`config.mk`:
```
export PLATFORM = sky130hd
export DESIGN_NAME = tofc_top
export DESIGN_NICKNAME = d
export VERILOG_FILES = /design/src/rtl/tofc_pkg.sv /design/src/rtl/tofc_top.sv /design/src/rtl/tofc_pix.sv
export SDC_FILE = /design/constraint.sdc
export NUM_CORES = 2
export LEC_CHECK = 0
export BUFFER_PORTS_ARGS = -buffer_cell sky130_fd_sc_hd__buf_2
export CAP_MARGIN = 20
export CORE_MARGIN = 2
export CORE_UTILIZATION = 40
export DETAILED_ROUTE_END_ITERATION = 10
export PLACE_DENSITY = 0.54
export REMOVE_ABC_BUFFERS = 1
export SYNTH_ARGS = -nofsm -noshare
export SYNTH_HDL_FRONTEND = slang
export SYNTH_SLANG_ARGS = --single-unit
```
`constraint.sdc`:
```
create_clock -name sys_clk -period 21.7 [get_ports sys_clk]
set_clock_uncertainty 0.05 [all_clocks]
set_input_delay 4.34 -clock sys_clk [delete_from_list [all_inputs] [get_ports sys_clk]]
set_output_delay 4.34 -clock sys_clk [all_outputs]
set_load 0.02 [all_outputs]
```
`src/rtl/tofc_pkg.sv`:
```
// shared constants and types for the per-tap offset control block
package tofc_pkg;
    localparam int TAP_N = 4;
    // command codes
    localparam logic [2:0] OP_SAO = 3'h0;
    localparam logic [2:0] OP_SSB = 3'h1;
    localparam logic [2:0] OP_SDO = 3'h2;
    localparam logic [2:0] OP_SSG = 3'h3;
    localparam logic [2:0] OP_CAO = 3'h4;
    // value ranges
    localparam logic [2:0] TAP_MAX = 3'h4;
    localparam logic [9:0] AOFF_MAX = 10'h3ff;
    localparam logic [9:0] DIG_MAX = 10'h1ff;
    localparam logic [9:0] CAO_MIN_8B = 10'h001;
    localparam logic [9:0] CAO_MAX_8B = 10'h064;
    localparam logic [9:0] CAO_MIN_10B = 10'h004;
    localparam logic [9:0] CAO_MAX_10B = 10'h190;
    // sample line selector codes; code 3 falls back to the default
    localparam logic [1:0] LN_16 = 2'h0;
    localparam logic [1:0] LN_32 = 2'h1;
    localparam logic [1:0] LN_64 = 2'h2;
    localparam logic [6:0] LINES_16 = 7'h10;
    localparam logic [6:0] LINES_32 = 7'h20;
    localparam logic [6:0] LINES_64 = 7'h40;
    // reset values of stored settings
    localparam logic [9:0] RST_AOFF = 10'h000;
    localparam logic [8:0] RST_DIG = 9'h000;
    // fixed point positions
    localparam int GAIN_FRAC = 9;
    localparam int PRNU_FRAC = 12;
    // calibration trim direction memory
    localparam logic [1:0] DIR_NONE = 2'h0;
    localparam logic [1:0] DIR_UP = 2'h1;
    localparam logic [1:0] DIR_DOWN = 2'h2;
    typedef enum logic [1:0] {
        ST_IDLE = 2'b00,
        ST_SETTLE = 2'b01,
        ST_ACCUM = 2'b11,
        ST_ADJUST = 2'b10
    } tofc_state_t;
endpackage

```
`src/rtl/tofc_top.sv`:
```
// command interpreter, offset store and offset calibration per tap
`timescale 1ns/1ps
`default_nettype none
module tofc_top
    import tofc_pkg::*;
#(
    parameter int DW = 10,
    parameter int CW = 16,
    parameter int CNT_W = 24,
    parameter int ITER_MAX = 2048
) (
    input wire logic sys_clk, // system clock 200 MHz
    input wire logic rst_b, // async reset, low
    input wire logic cmd_valid, // command offered
    output logic cmd_ready, // command can be taken
    input wire logic [2:0] cmd_op, // command code
    input wire logic [2:0] cmd_tap, // tap selector
    input wire logic [9:0] cmd_value, // command value
    output logic cmd_done, // command finished, pulse
    output logic cmd_err, // command refused, pulse
    input wire logic vid_mode, // 1 calibrated video
    input wire logic data_10b, // 1 ten-bit data mode
    input wire logic [1:0] lines_sel, // sample line code
    input wire logic pix_valid, // raw pixel strobe
    input wire logic [1:0] pix_tap, // raw pixel tap
    input wire logic [DW-1:0] pix_data, // raw pixel
    input wire logic [CW-1:0] pix_prnu, // pixel gain coef
    input wire logic line_end, // end of line pulse
    output logic out_valid, // processed strobe
    output logic [1:0] out_tap, // processed tap
    output logic [DW-1:0] out_data, // processed pixel
    output logic [4*10-1:0] afe_offset, // front end codes
    output logic cal_busy // calibration running
);
    localparam int SUM_W = CNT_W + 10;
    localparam logic [15:0] ITER_LAST = 16'(ITER_MAX - 1);

    function automatic logic tap_hit(input logic [2:0] sel,
                                     input logic [1:0] idx);
        return (sel == 3'h0) || (sel == {1'b0, idx} + 3'h1);
    endfunction

    tofc_state_t state_q;
    logic [9:0] aoff_cal_q [TAP_N];
    logic [9:0] aoff_unc_q [TAP_N];
    logic [8:0] doff_q [TAP_N];
    logic [8:0] bg_q [TAP_N];
    logic [8:0] gain_q [TAP_N];
    logic [SUM_W-1:0] sum_q [TAP_N];
    logic [CNT_W-1:0] cnt_q [TAP_N];
    logic [1:0] dir_q [TAP_N];
    logic [TAP_N-1:0] sel_q, fin_q;
    logic [9:0] tgt_q;
    logic [6:0] lines_q;
    logic [15:0] iter_q;
    logic done_q, err_q;

    // range checks per command; a bad tap or value refuses it
    wire take = cmd_valid && cmd_ready;
    wire tap_ok = cmd_tap <= TAP_MAX;
    wire [9:0] cao_lo = data_10b ? CAO_MIN_10B : CAO_MIN_8B;
    wire [9:0] cao_hi = data_10b ? CAO_MAX_10B : CAO_MAX_8B;
    wire is_dig = (cmd_op == OP_SSB) || (cmd_op == OP_SDO) ||
                  (cmd_op == OP_SSG);
    wire val_ok = (cmd_op == OP_SAO) ? (cmd_value <= AOFF_MAX) :
                  is_dig ? (cmd_value <= DIG_MAX) :
                  (cmd_op == OP_CAO) ?
                  (cmd_value >= cao_lo && cmd_value <= cao_hi) :
                  1'b0;
    wire cmd_ok = tap_ok && val_ok;
    wire ok_take = take && cmd_ok;
    wire [8:0] val9 = cmd_value[8:0];

    // tap mask of an accepted calibration command
    logic [TAP_N-1:0] cmd_mask;
    always_comb begin
        cmd_mask = '0;
        for (int i = 0; i < TAP_N; i++) begin
            cmd_mask[i] = tap_hit(cmd_tap, 2'(i));
        end
    end

    // number of lines in one average, unused code gives the default
    wire [6:0] lines_n = (lines_sel == LN_16) ? LINES_16 :
                         (lines_sel == LN_32) ? LINES_32 :
                         LINES_64;

    // line average against target, done as sum against target times count
    function automatic logic [1:0] avg_cmp(input logic [SUM_W-1:0] sum,
                                           input logic [CNT_W-1:0] cnt,
                                           input logic [9:0] tgt);
        logic [SUM_W-1:0] ref_v;
        ref_v = SUM_W'(cnt) * SUM_W'(tgt);
        if (sum < ref_v) begin
            return DIR_UP;
        end
        if (sum > ref_v) begin
            return DIR_DOWN;
        end
        return DIR_NONE;
    endfunction

    wire all_fin = ((fin_q | ~sel_q) == {TAP_N{1'b1}});
    wire iter_out = iter_q == ITER_LAST;

    // calibration sequencer: discard one line after each trim, then average
    always_ff @(posedge sys_clk or negedge rst_b) begin
        if (!rst_b) begin
            state_q <= ST_IDLE;
            lines_q <= '0;
            iter_q <= '0;
        end else begin
            case (state_q)
                ST_IDLE: begin
                    iter_q <= '0;
                    if (ok_take && cmd_op == OP_CAO) begin
                        state_q <= ST_SETTLE;
                    end
                end
                ST_SETTLE: begin
                    lines_q <= '0;
                    if (line_end) begin
                        state_q <= ST_ACCUM;
                    end
                end
                ST_ACCUM: begin
                    if (line_end) begin
                        lines_q <= lines_q + 7'h01;
                        if (lines_q + 7'h01 >= lines_n) begin
                            state_q <= ST_ADJUST;
                        end
                    end
                end
                ST_ADJUST: begin
                    iter_q <= iter_q + 16'h0001;
                    state_q <= (all_fin || iter_out) ? ST_IDLE : ST_SETTLE;
                end
                default: begin
                    state_q <= ST_IDLE;
                end
            endcase
        end
    end

    // target, tap mask and the one-cycle answers
    always_ff @(posedge sys_clk or negedge rst_b) begin
        if (!rst_b) begin
            tgt_q <= '0;
            sel_q <= '0;
            done_q <= 1'b0;
            err_q <= 1'b0;
        end else begin
            done_q <= (ok_take && cmd_op != OP_CAO) ||
                      (state_q == ST_ADJUST && all_fin);
            err_q <= (take && !cmd_ok) ||
                     (state_q == ST_ADJUST && !all_fin && iter_out);
            if (ok_take && cmd_op == OP_CAO) begin
                tgt_q <= cmd_value;
                sel_q <= cmd_mask;
            end
        end
    end

    // per-tap stores, line sums and trim steps
    always_ff @(posedge sys_clk or negedge rst_b) begin
        if (!rst_b) begin
            fin_q <= '0;
            for (int i = 0; i < TAP_N; i++) begin
                aoff_cal_q[i] <= RST_AOFF;
                aoff_unc_q[i] <= RST_AOFF;
                doff_q[i] <= RST_DIG;
                bg_q[i] <= RST_DIG;
                gain_q[i] <= RST_DIG;
                sum_q[i] <= '0;
                cnt_q[i] <= '0;
                dir_q[i] <= DIR_NONE;
            end
        end else begin
            for (int i = 0; i < TAP_N; i++) begin
                if (ok_take && tap_hit(cmd_tap, 2'(i))) begin
                    if (cmd_op == OP_SAO && vid_mode) begin
                        aoff_cal_q[i] <= cmd_value;
                    end
                    if (cmd_op == OP_SAO && !vid_mode) begin
                        aoff_unc_q[i] <= cmd_value;
                    end
                    if (cmd_op == OP_SSB) begin
                        bg_q[i] <= val9;
                    end
                    if (cmd_op == OP_SDO) begin
                        doff_q[i] <= val9;
                    end
                    if (cmd_op == OP_SSG) begin
                        gain_q[i] <= val9;
                    end
                end
                if (ok_take && cmd_op == OP_CAO) begin
                    fin_q[i] <= 1'b0;
                    dir_q[i] <= DIR_NONE;
                end
                if (state_q == ST_SETTLE) begin
                    sum_q[i] <= '0;
                    cnt_q[i] <= '0;
                end
                // raw video only, so the trim sees the front end itself
                if (state_q == ST_ACCUM && pix_valid && pix_tap == 2'(i)) begin
                    sum_q[i] <= sum_q[i] + SUM_W'(pix_data);
                    cnt_q[i] <= cnt_q[i] + CNT_W'(1);
                end
                // a reversal of direction means the target is bracketed
                if (state_q == ST_ADJUST && sel_q[i] && !fin_q[i]) begin
                    case (avg_cmp(sum_q[i], cnt_q[i], tgt_q))
                        DIR_UP: begin
                            if (dir_q[i] == DIR_DOWN ||
                                aoff_unc_q[i] == AOFF_MAX) begin
                                fin_q[i] <= 1'b1;
                            end else begin
                                aoff_unc_q[i] <=
                                    aoff_unc_q[i] + 10'h001;
                                dir_q[i] <= DIR_UP;
                            end
                        end
                        DIR_DOWN: begin
                            if (dir_q[i] == DIR_UP ||
                                aoff_unc_q[i] == 10'h000) begin
                                fin_q[i] <= 1'b1;
                            end else begin
                                aoff_unc_q[i] <=
                                    aoff_unc_q[i] - 10'h001;
                                dir_q[i] <= DIR_DOWN;
                            end
                        end
                        default: begin
                            fin_q[i] <= 1'b1;
                        end
                    endcase
                end
            end
        end
    end

    // front end gets the active mode's code; calibration forces uncalibrated
    for (genvar g = 0; g < TAP_N; g++) begin : g_afe
        assign afe_offset[g*10 +: 10] = (vid_mode && !cal_busy) ?
            aoff_cal_q[g] : aoff_unc_q[g];
    end

    assign cmd_ready = state_q == ST_IDLE;
    assign cal_busy = state_q != ST_IDLE;
    assign cmd_done = done_q;
    assign cmd_err = err_q;

    // settings of the pixel's own tap feed the datapath
    wire [8:0] doff_sel = doff_q[pix_tap];
    wire [8:0] bg_sel = bg_q[pix_tap];
    wire [8:0] gain_sel = gain_q[pix_tap];

    tofc_pix #(
        .DW(DW),
        .CW(CW)
    ) u_pix (
        .sys_clk(sys_clk),
        .rst_b(rst_b),
        .in_valid(pix_valid),
        .in_tap(pix_tap),
        .in_data(pix_data),
        .in_prnu(pix_prnu),
        .cal_mode(vid_mode),
        .doff(doff_sel),
        .bg(bg_sel),
        .gain(gain_sel),
        .out_valid(out_valid),
        .out_tap(out_tap),
        .out_data(out_data)
    );
endmodule
`default_nettype wire

```
`src/rtl/tofc_pix.sv`:
```
// per-pixel digital offset, gain correction, background and gain path
`timescale 1ns/1ps
`default_nettype none
module tofc_pix
    import tofc_pkg::*;
#(
    parameter int DW = 10,
    parameter int CW = 16
) (
    input wire logic sys_clk, // system clock
    input wire logic rst_b, // async reset, low
    input wire logic in_valid, // pixel strobe
    input wire logic [1:0] in_tap, // tap of pixel
    input wire logic [DW-1:0] in_data, // raw pixel
    input wire logic [CW-1:0] in_prnu, // gain coefficient
    input wire logic cal_mode, // calibrated video
    input wire logic [8:0] doff, // digital offset
    input wire logic [8:0] bg, // background value
    input wire logic [8:0] gain, // digital gain code
    output logic out_valid, // pixel strobe out
    output logic [1:0] out_tap, // tap of pixel out
    output logic [DW-1:0] out_data // processed pixel
);
    localparam int PW = DW + CW;

    function automatic logic [DW-1:0] sub_clamp(input logic [DW-1:0] a,
                                                input logic [DW-1:0] b);
        return (a > b) ? a - b : '0;
    endfunction

    function automatic logic [DW-1:0] sat_w(input logic [PW-1:0] v);
        return (|v[PW-1:DW]) ? '1 : v[DW-1:0];
    endfunction

    logic [3:0] vld_q;
    logic [1:0] tap1_q, tap2_q, tap3_q;
    logic [DW-1:0] s1_q, s2_q, s3_q;
    logic [CW-1:0] prnu_q;
    logic cal1_q;
    logic [8:0] bg1_q, bg2_q, gain1_q, gain2_q, gain3_q;

    // stage 1 offset removal only in calibrated mode
    wire [DW-1:0] doff_w = DW'(doff);
    wire [DW-1:0] s1_d = cal_mode ?
        sub_clamp(in_data, doff_w) : in_data;
    // stage 2 per-pixel gain correction, bypassed when uncalibrated
    wire [PW-1:0] p2_w = PW'(s1_q) * PW'(prnu_q);
    wire [DW-1:0] s2_d = cal1_q ? sat_w(p2_w >> PRNU_FRAC) : s1_q;
    // stage 3 background subtraction
    wire [DW-1:0] s3_d = sub_clamp(s2_q, DW'(bg2_q));
    // stage 4 gain of one plus code over 512, saturating at full scale
    wire [PW-1:0] p4_w = PW'(s3_q) * PW'({1'b1, gain3_q});
    wire [DW-1:0] s4_d = sat_w(p4_w >> GAIN_FRAC);

    // four stage pipeline, settings travel with their pixel
    always_ff @(posedge sys_clk or negedge rst_b) begin
        if (!rst_b) begin
            vld_q <= '0;
            {tap1_q, tap2_q, tap3_q, out_tap} <= '0;
            {s1_q, s2_q, s3_q, out_data} <= '0;
            prnu_q <= '0;
            cal1_q <= 1'b0;
            {bg1_q, bg2_q, gain1_q, gain2_q, gain3_q} <= '0;
        end else begin
            vld_q <= {vld_q[2:0], in_valid};
            tap1_q <= in_tap;
            tap2_q <= tap1_q;
            tap3_q <= tap2_q;
            out_tap <= tap3_q;
            s1_q <= s1_d;
            s2_q <= s2_d;
            s3_q <= s3_d;
            out_data <= s4_d;
            prnu_q <= in_prnu;
            cal1_q <= cal_mode;
            bg1_q <= bg;
            bg2_q <= bg1_q;
            gain1_q <= gain;
            gain2_q <= gain1_q;
            gain3_q <= gain2_q;
        end
    end

    assign out_valid = vld_q[3];
endmodule
`default_nettype wire

```
==> results.sh <==
export IMPL_wl_per_cell_um=18.43
export IMPL_ant_nets=0
export IMPL_wl_mm=179.8
export IMPL_hold_viol_final=0
export IMPL_finalCritPeriodShare_pct=48.99
export IMPL_grt_pass1_vias=53903
export IMPL_synth_area_top_cells="fa_1, dfrtp_1, ha_1"
export IMPL_maxCapViolations=0
export IMPL_timing_hold_ws_ns=0.2954
export IMPL_cts_tree="yes"
export IMPL_num_io_pins=110
export IMPL_syn_area_sq_mm=0.06948
export IMPL_hp_start="u_pix.gain2_q[2]"
export IMPL_r2r_end="aoff_unc_q[20]"
export IMPL_critPathCaptureType="output port"
export IMPL_synthFlopType="dfrtp_1"
export IMPL_cpMostUsedCell="buf_2"
export IMPL_grt_max_degree=181
export IMPL_ys_ff_latch=587
export IMPL_worst_path_max_delay_cell="and2_2"
export IMPL_synth_edff_count=0
export IMPL_clockRootBuffer="clkbuf_16"
export IMPL_cts_clk_slew_worst_paths_ns=0.06
export IMPL_r2r_cells=28
export IMPL_num_rows=152
export IMPL_chipHeight_um=420.8
export IMPL_period_needed_ns=10.63
export IMPL_ctsResizeCount=0
export IMPL_critPathLaunchType="primary input"
export IMPL_crit_type="in -> out"
export IMPL_cts_buffers=78
export IMPL_post_cts_buffers=0
export IMPL_n_fill_cell=16796
export IMPL_dr_pass1_iters=5
export IMPL_slew_headroom_pct=20.03
export IMPL_layout_common_cells="nand2_1, inv_1, fa_1"
export IMPL_async_reset_ff_share_pct=100.0
export IMPL_status="finished clean"
export IMPL_fp_dieW_um=420.8
export IMPL_final_layout_size_suffix_gt1_share_pct=6.987
export IMPL_hold_depth=0
export IMPL_path_buf_inv=3
export IMPL_drc=0
export IMPL_postCtsHoldBufs=0
export IMPL_r2r_slack_ns=11.44
export IMPL_cts_buffer_depth=3
export IMPL_critical_path_cell_chain="buf_2 -> and2_2 -> nand2_1 -> o21ai_1 -> buf_4 -> buf_2"
export IMPL_yosys_cell_types_count=94
export IMPL_yosys_warnings=0
export IMPL_clock_latency_ns=0.73
export IMPL_max_slew_worst_pin_slew_ns=1.169
export IMPL_worstPathArrival_ns=6.24
export IMPL_ys_seq_area_share_pct=21.14
export IMPL_drtIter0Drc=2759
export IMPL_area_growth_pct=7.470
export IMPL_setup_tns_ns=0
export IMPL_gp_congestion=0.8419
export IMPL_dp_cells=9608
export IMPL_yosysTopAreaCell="fa_1"
export IMPL_path_delay_family="simple AND/OR/NAND/NOR gates"
export IMPL_synth_top_cell_area_share_pct=25.13
export IMPL_holdPathEnd="u_pix.gain3_q[2]"
export IMPL_slew_violations=0
export IMPL_hp_class="reg -> reg"
export IMPL_fmax_mhz=94.07
export IMPL_p_leak_nw=38.13
export IMPL_rsz0062_at_grt="no"
export IMPL_start_util_pct=40.37
export IMPL_setup_violations=0
export IMPL_io_buffers=109
export IMPL_crit_required_ns=17.31
export IMPL_syn_inst=7522
export IMPL_pwr_density_cell_mw_per_mm2=63.36
export IMPL_fp_coreArea_sq_mm=0.1721
export IMPL_grt_pass1_wl_mm=295.9
export IMPL_cp_max_fo=53
export IMPL_max_stage_delay_ns=0.86
export IMPL_postSynthAreaPerCell_sq_um=9.237
export IMPL_dpl_hpwl_mm=130.6
export IMPL_ctsHtreeMaxLevel=3
export IMPL_cts_sinks=587
export IMPL_design_die_area_sq_mm=0.1770
export IMPL_num_vias=51898
export IMPL_ir_drop_uv=80.40
export IMPL_nNetsFinal=8911
export IMPL_viasPerCell=5.317
export IMPL_antenna_found_initial=6
export IMPL_track_usage_pct=20.87
export IMPL_mostFrequentLayoutCell="nand2_1"
export IMPL_stdcell_count=9761
export IMPL_grt_overflow=0
export IMPL_power_w=0.004731
export IMPL_reg2reg_from="tgt_q[2]"
-- synthesized netlist by cell type, types with 32 or more instances --
cell,instances
a21o_1,131
a21oi_1,219
and2_1,625
and3_1,90
clkbuf_1,355
dfrtp_1,587
fa_1,872
ha_1,607
inv_1,1007
mux2_2,139
mux2i_1,124
nand2_1,1031
nand2b_1,44
nand3_1,213
nand4_1,83
nor2_1,196
nor3_1,87
o211ai_1,57
o21a_1,33
o21ai_0,307
o21bai_1,32
o31ai_1,55
xnor2_1,96
xor2_1,88
-- cell type report --
cell class,instances,area [sq um],share of cell area [%]
Multi-Input combinational cell,5552,49570,66.39
Sequential cell,587,14720,19.71
Inverter,1007,3780,5.062
Tap cell,2310,2890,3.871
Clock buffer,106,2248,3.011
Timing Repair Buffer,153,905.9,1.213
Clock inverter,37,530.5,0.7105
Antenna cell,9,22.52,0.03016
-- per-layer routing --
| metal | GRT usage, % | share of wire, % |
|---|---|---|
| met5 | 0 | 0 |
| met4 | 5.874 | 2.8 |
| met3 | 2.548 | 3.7 |
| met2 | 34.88 | 48 |
| met1 | 28.45 | 46 |
-- registers in the layout, summed over array words and instances (netlist names), 7 cells and up --
register        count
tgt_q              10
u_pix.gain2_q       9
cnt_q              96
dir_q               8
u_pix.bg1_q         9
gain_q             36
u_pix.s1_q         10
u_pix.gain1_q       9
sum_q             136
doff_q             36
u_pix.out_data     10
bg_q               36
u_pix.gain3_q       9
u_pix.s2_q         10
aoff_cal_q         40
iter_q             16
aoff_unc_q         40
lines_q             7
u_pix.bg2_q         9
u_pix.s3_q         10
u_pix.prnu_q       16
-- worst register-to-register path, delay by kind of cell (launching register included) --
family / cells / cell delay [ns]
buffers and inverters: 5 / 1.06
muxes: 1 / 0.19
and+or+nand+nor: 6 / 1.82
AOI/OAI and AO/OA: 9 / 2.95
adders and majority gates: 7 / 3.12
DFF: 1 / 0.90
-- per-stage QoR --
stage,utilization (%),worst slack (ns),cell area (sq um)
floorplan,-,11.42,68030
global placement,41.75,11.10,71850
detailed placement,41.75,11.07,71860
CTS,43.37,11.07,74640
global route,43.37,10.80,74650
finish,43.38,11.07,74670
-- report_power, final --
| group | switching [W] | internal, W |
|---|---|---|
| logic | 0.00119 | 0.000748 |
| clock network | 0.000583 | 0.000812 |
| registers | 0.000202 | 0.00120 |
-- worst max path at each step --
stage | to | depth (start not counted) | from
CTS | afe_offset[29] | 6 | vid_mode
floorplan | afe_offset[0] | 2 | vid_mode
global placement | afe_offset[29] | 6 | vid_mode
detailed placement | afe_offset[29] | 6 | vid_mode
global route | aoff_unc_q[20] | 28 | tgt_q[2]
finish | afe_offset[29] | 6 | vid_mode
-- kinds of logic after synthesis --
logic type	count (synthesis)	synth area share, %
and+or+nand+nor	2515	17.88
xor gates and xnor gates	184	2.319
DFF	587	21.14
muxes	290	4.914
AOI/OAI and AO/OA	1084	10.16
buffers and inverters	1383	7.529
adders and majority gates	1479	36.06
Note: power is estimated with default switching activity, not from simulation.
